<file path="src/hw/hdb_defines.svh">
// Summary of operation
// - Offset 6 holds controller current, 1 mA units
// - Power source bit selects bus or self current
// - Current comes from stored configured fields
// - Offset 7 returns non-removable port mask unchanged
// - Offset 8 returns constant FFh
// - String zero: 04h, 03h, language id
// - Maker string: length plus two, 03h, bytes
// - Product string: length plus two, 03h, bytes
// - Serial string: length plus two, 03h, bytes
// - Each string stores up to 30 characters
// - Charger range on upstream lines sets status
`ifndef HDB_DEFINES_SVH
`define HDB_DEFINES_SVH

// APB register offsets
`define HDB_REG_CTRL      12'h000
`define HDB_REG_BUS_CUR   12'h004
`define HDB_REG_SELF_CUR  12'h008
`define HDB_REG_NRMASK    12'h00C
`define HDB_REG_LANG      12'h010
`define HDB_REG_STRLEN    12'h014
`define HDB_REG_STRWR     12'h018
`define HDB_REG_STATUS    12'h01C
`define HDB_REG_MASK      12'h020
`define HDB_REG_CHG       12'h024

// Control field positions
`define HDB_CTRL_PWRSEL   0

// Status bit positions
`define HDB_ST_CHARGER    0
`define HDB_ST_DONE       1

// Descriptor constants
`define HDB_HUB_HDR_LEN   8'h09
`define HDB_HUB_TYPE      8'h29
`define HDB_STR_TYPE      8'h03
`define HDB_STR0_LEN      8'h04
`define HDB_PWR_MASK      8'hFF
`define HDB_OFS_CURRENT   8'h06
`define HDB_OFS_NRMASK    8'h07
`define HDB_OFS_PWRMASK   8'h08
`define HDB_STR_HDR       8'h02

// Internal defaults
`define HDB_DEF_BUS_CUR   8'h32
`define HDB_DEF_SELF_CUR  8'h01
`define HDB_DEF_NRMASK    8'h00
`define HDB_DEF_LANG      16'h0409
`define HDB_STR_MAX       30

`endif

</file>
<file path="src/hw/hdb_pkg.sv">
package hdb_pkg;
	typedef enum logic [2:0] {
		HDB_SEL_HUB,
		HDB_SEL_STR0,
		HDB_SEL_MAKER,
		HDB_SEL_PRODUCT,
		HDB_SEL_SERIAL
	} hdb_sel_t;

	typedef enum logic [0:0] {
		HDB_IDLE,
		HDB_SEND
	} hdb_state_t;
endpackage

</file>
<file path="src/hw/hdb_builder.sv">
`include "hdb_defines.svh"

module hdb_builder
	import hdb_pkg::*;
#(
	parameter int STR_MAX = `HDB_STR_MAX
) (
	input  wire logic        clk,
	input  wire logic        nrst,
	// APB slave
	input  wire logic        psel,
	input  wire logic        penable,
	input  wire logic        pwrite,
	input  wire logic [11:0] paddr,
	input  wire logic [31:0] pwdata,
	output logic      [31:0] prdata,
	output logic             pready,
	output logic             pslverr,
	// Upstream line monitor
	input  wire logic        upstream_line_plus,
	input  wire logic        upstream_line_minus,
	// Descriptor read port
	input  wire logic        desc_req,
	input  wire logic [2:0]  desc_sel,
	input  wire logic [7:0]  desc_req_len,
	input  wire logic        desc_ready,
	output logic             desc_valid,
	output logic [7:0]       desc_data,
	output logic             desc_last,
	output logic             desc_busy,
	output logic             irq
);

	// Stored configuration
	logic       power_source_select_q;
	logic [7:0] bus_ctrl_current_reg_q;
	logic [7:0] self_powered_ctrl_current_q;
	logic [7:0] nonremovable_port_mask_q;
	logic [7:0] language_id_high_q;
	logic [7:0] language_id_low_q;
	logic [4:0] maker_string_length_q;
	logic [4:0] product_string_length_q;
	logic [4:0] serial_string_length_q;
	logic [7:0] maker_string_q   [STR_MAX];
	logic [7:0] product_string_q [STR_MAX];
	logic [7:0] serial_string_q  [STR_MAX];
	logic [1:0] status_q;
	logic [1:0] mask_q;
	logic       charger_range_q;

	// Descriptor engine state
	hdb_state_t state_q;
	hdb_sel_t   sel_q;
	logic [7:0] ofs_q;
	logic [7:0] end_q;
	logic [7:0] byte_d;
	logic [7:0] total_len;
	logic [7:0] cur_len;
	logic       done_evt;
	logic [4:0] str_idx;
	logic       status_clr;

	// Writes act in the access phase; reads latch prdata in the setup phase
	logic apb_wr;
	logic apb_rd;
	assign apb_wr  = psel && penable && pwrite;
	assign apb_rd  = psel && penable && !pwrite;
	assign pready  = 1'b1; // Zero wait states: every register is a flop
	assign pslverr = 1'b0;

	// Configuration writes; reset values act as internal defaults
	always_ff @(posedge clk or negedge nrst) begin
		if (!nrst) begin
			power_source_select_q       <= 1'b0;
			bus_ctrl_current_reg_q      <= `HDB_DEF_BUS_CUR;
			self_powered_ctrl_current_q <= `HDB_DEF_SELF_CUR;
			nonremovable_port_mask_q    <= `HDB_DEF_NRMASK;
			language_id_high_q          <= 8'(`HDB_DEF_LANG >> 8);
			language_id_low_q           <= 8'(`HDB_DEF_LANG);
			maker_string_length_q       <= 5'h00;
			product_string_length_q     <= 5'h00;
			serial_string_length_q      <= 5'h00;
			mask_q                      <= 2'b00;
			charger_range_q             <= 1'b0;
		end else if (apb_wr) begin
			if (paddr == `HDB_REG_CTRL) begin
				power_source_select_q <= pwdata[`HDB_CTRL_PWRSEL];
			end else if (paddr == `HDB_REG_BUS_CUR) begin
				bus_ctrl_current_reg_q <= pwdata[7:0];
			end else if (paddr == `HDB_REG_SELF_CUR) begin
				self_powered_ctrl_current_q <= pwdata[7:0];
			end else if (paddr == `HDB_REG_NRMASK) begin
				nonremovable_port_mask_q <= pwdata[7:0];
			end else if (paddr == `HDB_REG_LANG) begin
				language_id_high_q <= pwdata[15:8];
				language_id_low_q  <= pwdata[7:0];
			end else if (paddr == `HDB_REG_STRLEN) begin
				// Lengths above the storage size are clipped to it
				maker_string_length_q   <= (pwdata[7:0] > 8'(STR_MAX)) ?
					5'(STR_MAX) : pwdata[4:0];
				product_string_length_q <= (pwdata[15:8] > 8'(STR_MAX)) ?
					5'(STR_MAX) : pwdata[12:8];
				serial_string_length_q  <= (pwdata[23:16] > 8'(STR_MAX)) ?
					5'(STR_MAX) : pwdata[20:16];
			end else if (paddr == `HDB_REG_MASK) begin
				mask_q <= pwdata[1:0];
			end else if (paddr == `HDB_REG_CHG) begin
				charger_range_q <= pwdata[0];
			end
		end
	end

	// String storage: STRWR takes {sel[17:16], index[12:8], byte[7:0]}
	genvar gi;
	generate
		for (gi = 0; gi < STR_MAX; gi++) begin : g_str
			always_ff @(posedge clk or negedge nrst) begin
				if (!nrst) begin
					maker_string_q[gi]   <= 8'h00;
					product_string_q[gi] <= 8'h00;
					serial_string_q[gi]  <= 8'h00;
				end else if (apb_wr && paddr == `HDB_REG_STRWR &&
						pwdata[12:8] == 5'(gi)) begin
					if (pwdata[17:16] == 2'd0) begin
						maker_string_q[gi] <= pwdata[7:0];
					end else if (pwdata[17:16] == 2'd1) begin
						product_string_q[gi] <= pwdata[7:0];
					end else if (pwdata[17:16] == 2'd2) begin
						serial_string_q[gi] <= pwdata[7:0];
					end
				end
			end
		end
	endgenerate

	// Charger detect: both lines high while charger range is sensed
	logic chg_evt;
	assign chg_evt = charger_range_q && upstream_line_plus && upstream_line_minus;

	// A status read clears only the bits latched into prdata at its setup
	// cycle, so an event landing between setup and access is not lost
	assign status_clr = apb_rd && (paddr == `HDB_REG_STATUS);

	// Sticky status; event wins over the read clear
	always_ff @(posedge clk or negedge nrst) begin
		if (!nrst) begin
			status_q <= 2'b00;
		end else begin
			status_q[`HDB_ST_CHARGER] <= chg_evt || (status_q[`HDB_ST_CHARGER] &&
				!(status_clr && prdata[`HDB_ST_CHARGER]));
			status_q[`HDB_ST_DONE] <= done_evt || (status_q[`HDB_ST_DONE] &&
				!(status_clr && prdata[`HDB_ST_DONE]));
		end
	end

	// Level interrupt while any unmasked status bit is set
	assign irq = |(status_q & mask_q);

	// Read data register
	always_ff @(posedge clk or negedge nrst) begin
		if (!nrst) begin
			prdata <= 32'h0000_0000;
		end else if (psel && !penable && !pwrite) begin
			if (paddr == `HDB_REG_CTRL) begin
				prdata <= {31'h0, power_source_select_q};
			end else if (paddr == `HDB_REG_BUS_CUR) begin
				prdata <= {24'h0, bus_ctrl_current_reg_q};
			end else if (paddr == `HDB_REG_SELF_CUR) begin
				prdata <= {24'h0, self_powered_ctrl_current_q};
			end else if (paddr == `HDB_REG_NRMASK) begin
				prdata <= {24'h0, nonremovable_port_mask_q};
			end else if (paddr == `HDB_REG_LANG) begin
				prdata <= {16'h0, language_id_high_q, language_id_low_q};
			end else if (paddr == `HDB_REG_STRLEN) begin
				prdata <= {11'h0, serial_string_length_q, 3'h0,
					product_string_length_q, 3'h0, maker_string_length_q};
			end else if (paddr == `HDB_REG_STATUS) begin
				prdata <= {30'h0, status_q};
			end else if (paddr == `HDB_REG_MASK) begin
				prdata <= {30'h0, mask_q};
			end else if (paddr == `HDB_REG_CHG) begin
				prdata <= {30'h0, desc_busy, charger_range_q};
			end else begin
				prdata <= 32'h0000_0000; // Unmapped reads as zero
			end
		end
	end

	// Full length of the selected descriptor
	always_comb begin
		case (hdb_sel_t'(desc_sel))
			HDB_SEL_HUB:     total_len = `HDB_HUB_HDR_LEN;
			HDB_SEL_STR0:    total_len = `HDB_STR0_LEN;
			HDB_SEL_MAKER:   total_len = 8'(maker_string_length_q) + `HDB_STR_HDR;
			HDB_SEL_PRODUCT: total_len = 8'(product_string_length_q) + `HDB_STR_HDR;
			HDB_SEL_SERIAL:  total_len = 8'(serial_string_length_q) + `HDB_STR_HDR;
			default:         total_len = `HDB_HUB_HDR_LEN;
		endcase
	end

	// Controller current follows present power mode
	assign cur_len = power_source_select_q ? self_powered_ctrl_current_q :
		bus_ctrl_current_reg_q;

	// Length byte of the string descriptor held in sel_q
	function automatic logic [7:0] end_len_full(input hdb_sel_t s);
		logic [4:0] n;
		n = (s == HDB_SEL_MAKER) ? maker_string_length_q :
			(s == HDB_SEL_PRODUCT) ? product_string_length_q : serial_string_length_q;
		return 8'(n) + `HDB_STR_HDR;
	endfunction

	// Byte at the current offset; earlier hub bytes come from elsewhere, read 0
	always_comb begin
		byte_d  = 8'h00;
		str_idx = 5'(ofs_q - 8'h02); // Character index behind the two-byte header
		case (sel_q)
			HDB_SEL_HUB: begin
				if (ofs_q == 8'h00) byte_d = `HDB_HUB_HDR_LEN;
				else if (ofs_q == 8'h01) byte_d = `HDB_HUB_TYPE;
				else if (ofs_q == `HDB_OFS_CURRENT) byte_d = cur_len;
				else if (ofs_q == `HDB_OFS_NRMASK) byte_d = nonremovable_port_mask_q;
				else if (ofs_q == `HDB_OFS_PWRMASK) byte_d = `HDB_PWR_MASK;
			end
			HDB_SEL_STR0: begin
				if (ofs_q == 8'h00) byte_d = `HDB_STR0_LEN;
				else if (ofs_q == 8'h01) byte_d = `HDB_STR_TYPE;
				else if (ofs_q == 8'h02) byte_d = language_id_low_q; // Little endian
				else byte_d = language_id_high_q;
			end
			default: begin
				if (ofs_q == 8'h00) byte_d = end_len_full(sel_q);
				else if (ofs_q == 8'h01) byte_d = `HDB_STR_TYPE;
				// Offset runs one past the last character once idle; keep the
				// array read in range so the data flop never loads unknowns
				else if (32'(str_idx) >= STR_MAX) byte_d = 8'h00;
				else if (sel_q == HDB_SEL_MAKER) byte_d = maker_string_q[str_idx];
				else if (sel_q == HDB_SEL_PRODUCT) byte_d = product_string_q[str_idx];
				else byte_d = serial_string_q[str_idx];
			end
		endcase
	end

	// Descriptor engine: one byte per accepted beat, in offset order
	always_ff @(posedge clk or negedge nrst) begin
		if (!nrst) begin
			state_q <= HDB_IDLE;
			sel_q   <= HDB_SEL_HUB;
			ofs_q   <= 8'h00;
			end_q   <= 8'h00;
		end else begin
			case (state_q)
				HDB_IDLE: begin
					if (desc_req && desc_req_len != 8'h00) begin
						// Unknown selector codes fall back to the hub descriptor,
						// the same one whose length total_len picks for them
						sel_q   <= (desc_sel > 3'd4) ? HDB_SEL_HUB : hdb_sel_t'(desc_sel);
						ofs_q   <= 8'h00;
						end_q   <= (desc_req_len < total_len) ? desc_req_len :
							total_len;
						state_q <= HDB_SEND;
					end
				end
				HDB_SEND: begin
					// Advance only on an accepted byte; ready alone in a gap
					// cycle must not skip an offset
					if (desc_valid && desc_ready) begin
						ofs_q <= ofs_q + 8'h01;
						if (ofs_q + 8'h01 == end_q) begin
							state_q <= HDB_IDLE;
						end
					end
				end
				default: state_q <= HDB_IDLE;
			endcase
		end
	end

	// Output byte register, refreshed ahead of each beat
	always_ff @(posedge clk or negedge nrst) begin
		if (!nrst) begin
			desc_data <= 8'h00;
		end else begin
			desc_data <= byte_d;
		end
	end

	// Second cycle of a beat: desc_data was loaded on the previous edge
	logic send_q;
	always_ff @(posedge clk or negedge nrst) begin
		if (!nrst) begin
			send_q <= 1'b0;
		end else begin
			send_q <= (state_q == HDB_SEND) && !(desc_valid && desc_ready);
		end
	end

	// Valid once the data flop holds the current offset
	assign desc_valid = (state_q == HDB_SEND) && send_q;
	assign desc_last  = desc_valid && (ofs_q + 8'h01 == end_q);
	assign desc_busy  = (state_q == HDB_SEND);
	assign done_evt   = desc_last && desc_ready;

endmodule

</file>
<file path="config.mk">
export PLATFORM = sky130hd
export DESIGN_NAME = hdb_builder
export DESIGN_NICKNAME = d
export VERILOG_FILES = /design/src/hw/hdb_pkg.sv /design/src/hw/hdb_builder.sv
export VERILOG_INCLUDE_DIRS = /design/src /design/src/hw
export SDC_FILE = /design/constraint.sdc
export NUM_CORES = 1
export LEC_CHECK = 0
export BUFFER_PORTS_ARGS = -buffer_cell sky130_fd_sc_hd__buf_2
export CAP_MARGIN = 20
export CORE_MARGIN = 4
export CORE_UTILIZATION = 68
export DETAILED_ROUTE_END_ITERATION = 8
export PLACE_DENSITY = 0.93
export SKIP_CTS_REPAIR_TIMING = 1
export SYNTH_ARGS = -nofsm -noshare
export SYNTH_HDL_FRONTEND = slang
export SYNTH_SLANG_ARGS = --single-unit
</file>
<file path="constraint.sdc">
create_clock -name clk -period 8.3 [get_ports clk]
set_input_delay 0.415 -clock clk [delete_from_list [all_inputs] [get_ports clk]]
set_output_delay 0.415 -clock clk [all_outputs]
set_load 0.1 [all_outputs]
</file>
==> flow_metrics.tcl <==
set metrics [dict create \
    cpMaxStageDelayCell "nor2b_1" \
    ys_types 77 \
    max_cap_violations 0 \
    die-area_sq_mm 0.06277 \
    critPathBufInv 2 \
    slew_headroom_pct 11.68 \
    drv_slew 0 \
    grt_pass1_vias 29168 \
    max-clock-path-buffers 3 \
    vias_per_cell 7.339 \
    drive_gt1_share_pct 42.31 \
    gp_congestion 0.9794 \
    cts_root_buf "clkbuf_16" \
    yosysSeqAreaShare_pct 52.01 \
    seqPwrFrac_pct 38.0 \
    syn_avg_cell_area_sq_um 13.52 \
    combinationalPowerShare_pct 25.6 \
    period_minus_slack_ns 5.464 \
    drcViolationCount 0 \
    ys_ff_latch 831 \
    crit_path_max_fanout 53 \
    dp_slack_ns 3.288 \
    path_depth 10 \
    rsz0062_at_grt "false" \
    powerDensity_mw_per_mm2 255.4 \
    final_nets 3043 \
    p_int_mw 7.391 \
    status "complete, no violations" \
    wl_met2_um 53240 \
    post-synth-top-area-fraction_pct 51.55 \
    seqCellArea_sq_mm 0.02081 \
    synth_edf_count 0 \
    synth_area_leaders "dfrtp_1 (52%), mux2_2 (22%), mux4_2 (9.0%)" \
    slowest_delay_ns 0.99 \
    synthArstFlopShare_pct 100.0 \
    die_y_um 250.5 \
    core_region_area_sq_mm 0.05792 \
    yosysTopAreaCell "dfrtp_1" \
    numPortBuffers 88 \
    dieWidth_um 250.5 \
    routed.top_layer "met5" \
    fillerInstances 3052 \
    tightest_slew_ns 1.325 \
    max_freq_mhz 183.0 \
    synth-main-ff-cell "dfrtp_1" \
    start_util_pct 69.07 \
    endpoint_kind "register" \
    area_growth_syn_to_layout_pct 9.474 \
    rrSetupSlack_ns 2.84 \
    drt_iter0_drc 3910 \
    multi_input_area_sq_mm 0.01816 \
    hp-start "pwdata[13]" \
    switchingPower_mw 3.791 \
    tritoncts "done" \
    met3_length_um 13630 \
    grt_max_degree 208 \
    syn_inst 2958 \
    rr_worst_depth 10 \
    grt-ovfl-total 0 \
    pwr-share-clk_pct 36.4 \
    ant_nets 0 \
    crit_arrival_ns 6.04 \
    cpLargestDelayFamily "simple AND/OR/NAND/NOR gates" \
    cp_common_cell "nor3_1" \
    hold_violations 0 \
    p_leak_nw 20.91 \
    grtUsageTotal_pct 36.65 \
    cts_sinks 831 \
    post-route-period-util_pct 65.83 \
    wl_met1_um 39530 \
    cp-start-kind "register" \
    clk_pin_slew_ns 0.06 \
    clock_skew_ns 0.03982 \
    finalSetupTns_ns 0 \
    synth_area_sq_mm 0.04000 \
    yosysWarningCount 0 \
    setup_viol 0 \
    rr_startpoint "ofs_q[1]" \
    wl_per_cell_um 30.31 \
    finalPower_mw 11.18 \
    holdPathStages 2 \
    via_count 27903 \
    switching_share_pct 33.90 \
    clkLatencyLatePin_ns 0.65 \
    drt_pass1_iterations 8 \
    worst_slack_ns 2.836 \
    hp-class "input pin to register" \
    antenna_found_initial 8 \
    numCtsBuffers 84 \
    grt_pass1_wl_um 177800 \
    worstPathRequired_ns 8.87 \
    ioPinCount 110 \
    whs_ns 0.03793 \
    hpwl_um 68450 \
    rows 88 \
    setup.worst_path.class "register to register" \
    ir_drop_uv 248.1 \
    htree_levels 3 \
    wl_um 115200 \
    critPathLaunch "ofs_q[1]" \
    worstPathCellList "inv_1 -> ha_2 -> buf_4 -> nor2b_1 -> a221oi_1 -> nor3_1 -> nor3_1 -> o21ai_0 -> nand4_1 -> nand3_1" \
]
routing by layer:
metal / vias up / GRT usage (%)
met5: - / 0.3861
met4: 10 / 21.84
met3: 696 / 11.60
met2: 2159 / 56.54
met1: 14147 / 45.91
li1: 10891 / -
final timing paths:
kind | end
max reg2reg | desc_data[5]
min in group asynchronous | end_q[7]
min reg2reg | prdata[14]
max | desc_data[5]
min | language_id_high_q[5]
max in group asynchronous | product_string_q[127]
synthesized netlist by cell type (all sizes together) (14+ instances only):
cell type,n
a21oi,65
a221oi,23
a22oi,16
a31oi,15
buf,86
clkbuf,132
dfrtp,824
ha,14
inv,16
mux2,792
mux2i,62
mux4,160
nand2,201
nand2b,20
nand3,33
nor2,158
nor2b,18
nor3,35
o21ai,82
o22ai,24
o31ai,14
state kept, by name, indices dropped and copies added, names as in the netlist, 2 cells and up:
register	flops
desc_data	8
bus_ctrl_current_reg_q	8
maker_string_q	240
maker_string_length_q	5
product_string_length_q	5
language_id_high_q	8
sel_q	3
product_string_q	240
language_id_low_q	8
nonremovable_port_mask_q	8
ofs_q	8
self_powered_ctrl_current_q	8
serial_string_q	240
mask_q	2
end_q	8
prdata	21
serial_string_length_q	5
status_q	2
power groups by stage:
stage          registers (mW)  clock network (mW)  logic [mW]
3_5_place_dp             4.32                   0        2.67
5_1_grt                  4.26                4.26        2.92
4_1_cts                  4.25                4.07        2.73
3_3_place_gp             4.32                   0        2.61
6_report                 4.25                4.07        2.86
2_1_floorplan            4.35                   0        1.87
layout by cell type (no fill, tap or decap), types with 13 or more instances in the layout:
cell type / synthesis / layout
dfrtp_1: 824 / 822
mux2_2: 785 / 785
nand2_1: 200 / 200
mux4_2: 160 / 160
nor2_1: 107 / 106
clkbuf_16: 0 / 89
buf_2: 39 / 87
o21ai_0: 81 / 81
a21oi_1: 65 / 65
mux2i_1: 62 / 62
nor2_2: 40 / 41
nand3_1: 33 / 33
nor3_1: 32 / 32
buf_4: 35 / 32
o22ai_1: 24 / 24
clkbuf_8: 0 / 24
a221oi_1: 23 / 23
clkbuf_1: 131 / 22
nand2b_1: 20 / 20
nor2b_1: 18 / 17
a22oi_1: 16 / 16
inv_1: 15 / 15
a31oi_1: 15 / 15
o31ai_1: 14 / 14
a211oi_1: 13 / 13
ha_1: 14 / 13
conb_1: 2 / 13
final cells by class:
type | count | share of cell area (%)
inverters | 16 | 0.1371
flip-flops and latches | 831 | 47.52
well taps | 765 | 2.186
clock buffers | 135 | 6.029
diodes | 2 | 0.01143
repair buffers | 128 | 1.880
multi-input cells | 1904 | 41.47
clock inverters | 21 | 0.7629
cells by family after synthesis:
logic type      Yosys count  synth area share [%]
fa+ha+maj                14                0.4379
simple gates            536                 6.540
buf+inv                 234                 2.762
mux                    1014                 32.85
xor+xnor                 13                0.3034
compound gates          314                 5.077
other cells               2               0.01877
flops                   831                 52.01
per-stage QoR:
stage | instance area [sq um] | util (%) | cells
CTS | 43730 | 75.51 | 3796
detailed placement | 40760 | 70.38 | 3640
global placement | 40760 | 70.38 | 3640
global route | 43790 | 75.60 | 3800
finish | 43790 | 75.61 | 3802
floorplan | 40040 | - | 2969
worst reg2reg max path, stage by stage, from the launching register on:
cell and delay, ns:
dfrtp_4 0.78, inv_1 0.55, ha_2 0.82, buf_4 0.75, nor2b_1 1.02, a221oi_1 0.30, nor3_1 0.25, nor3_1 0.08
o21ai_0 0.34, nand4_1 0.28, nand3_1 0.22
Power figures use the tool's default switching activity.
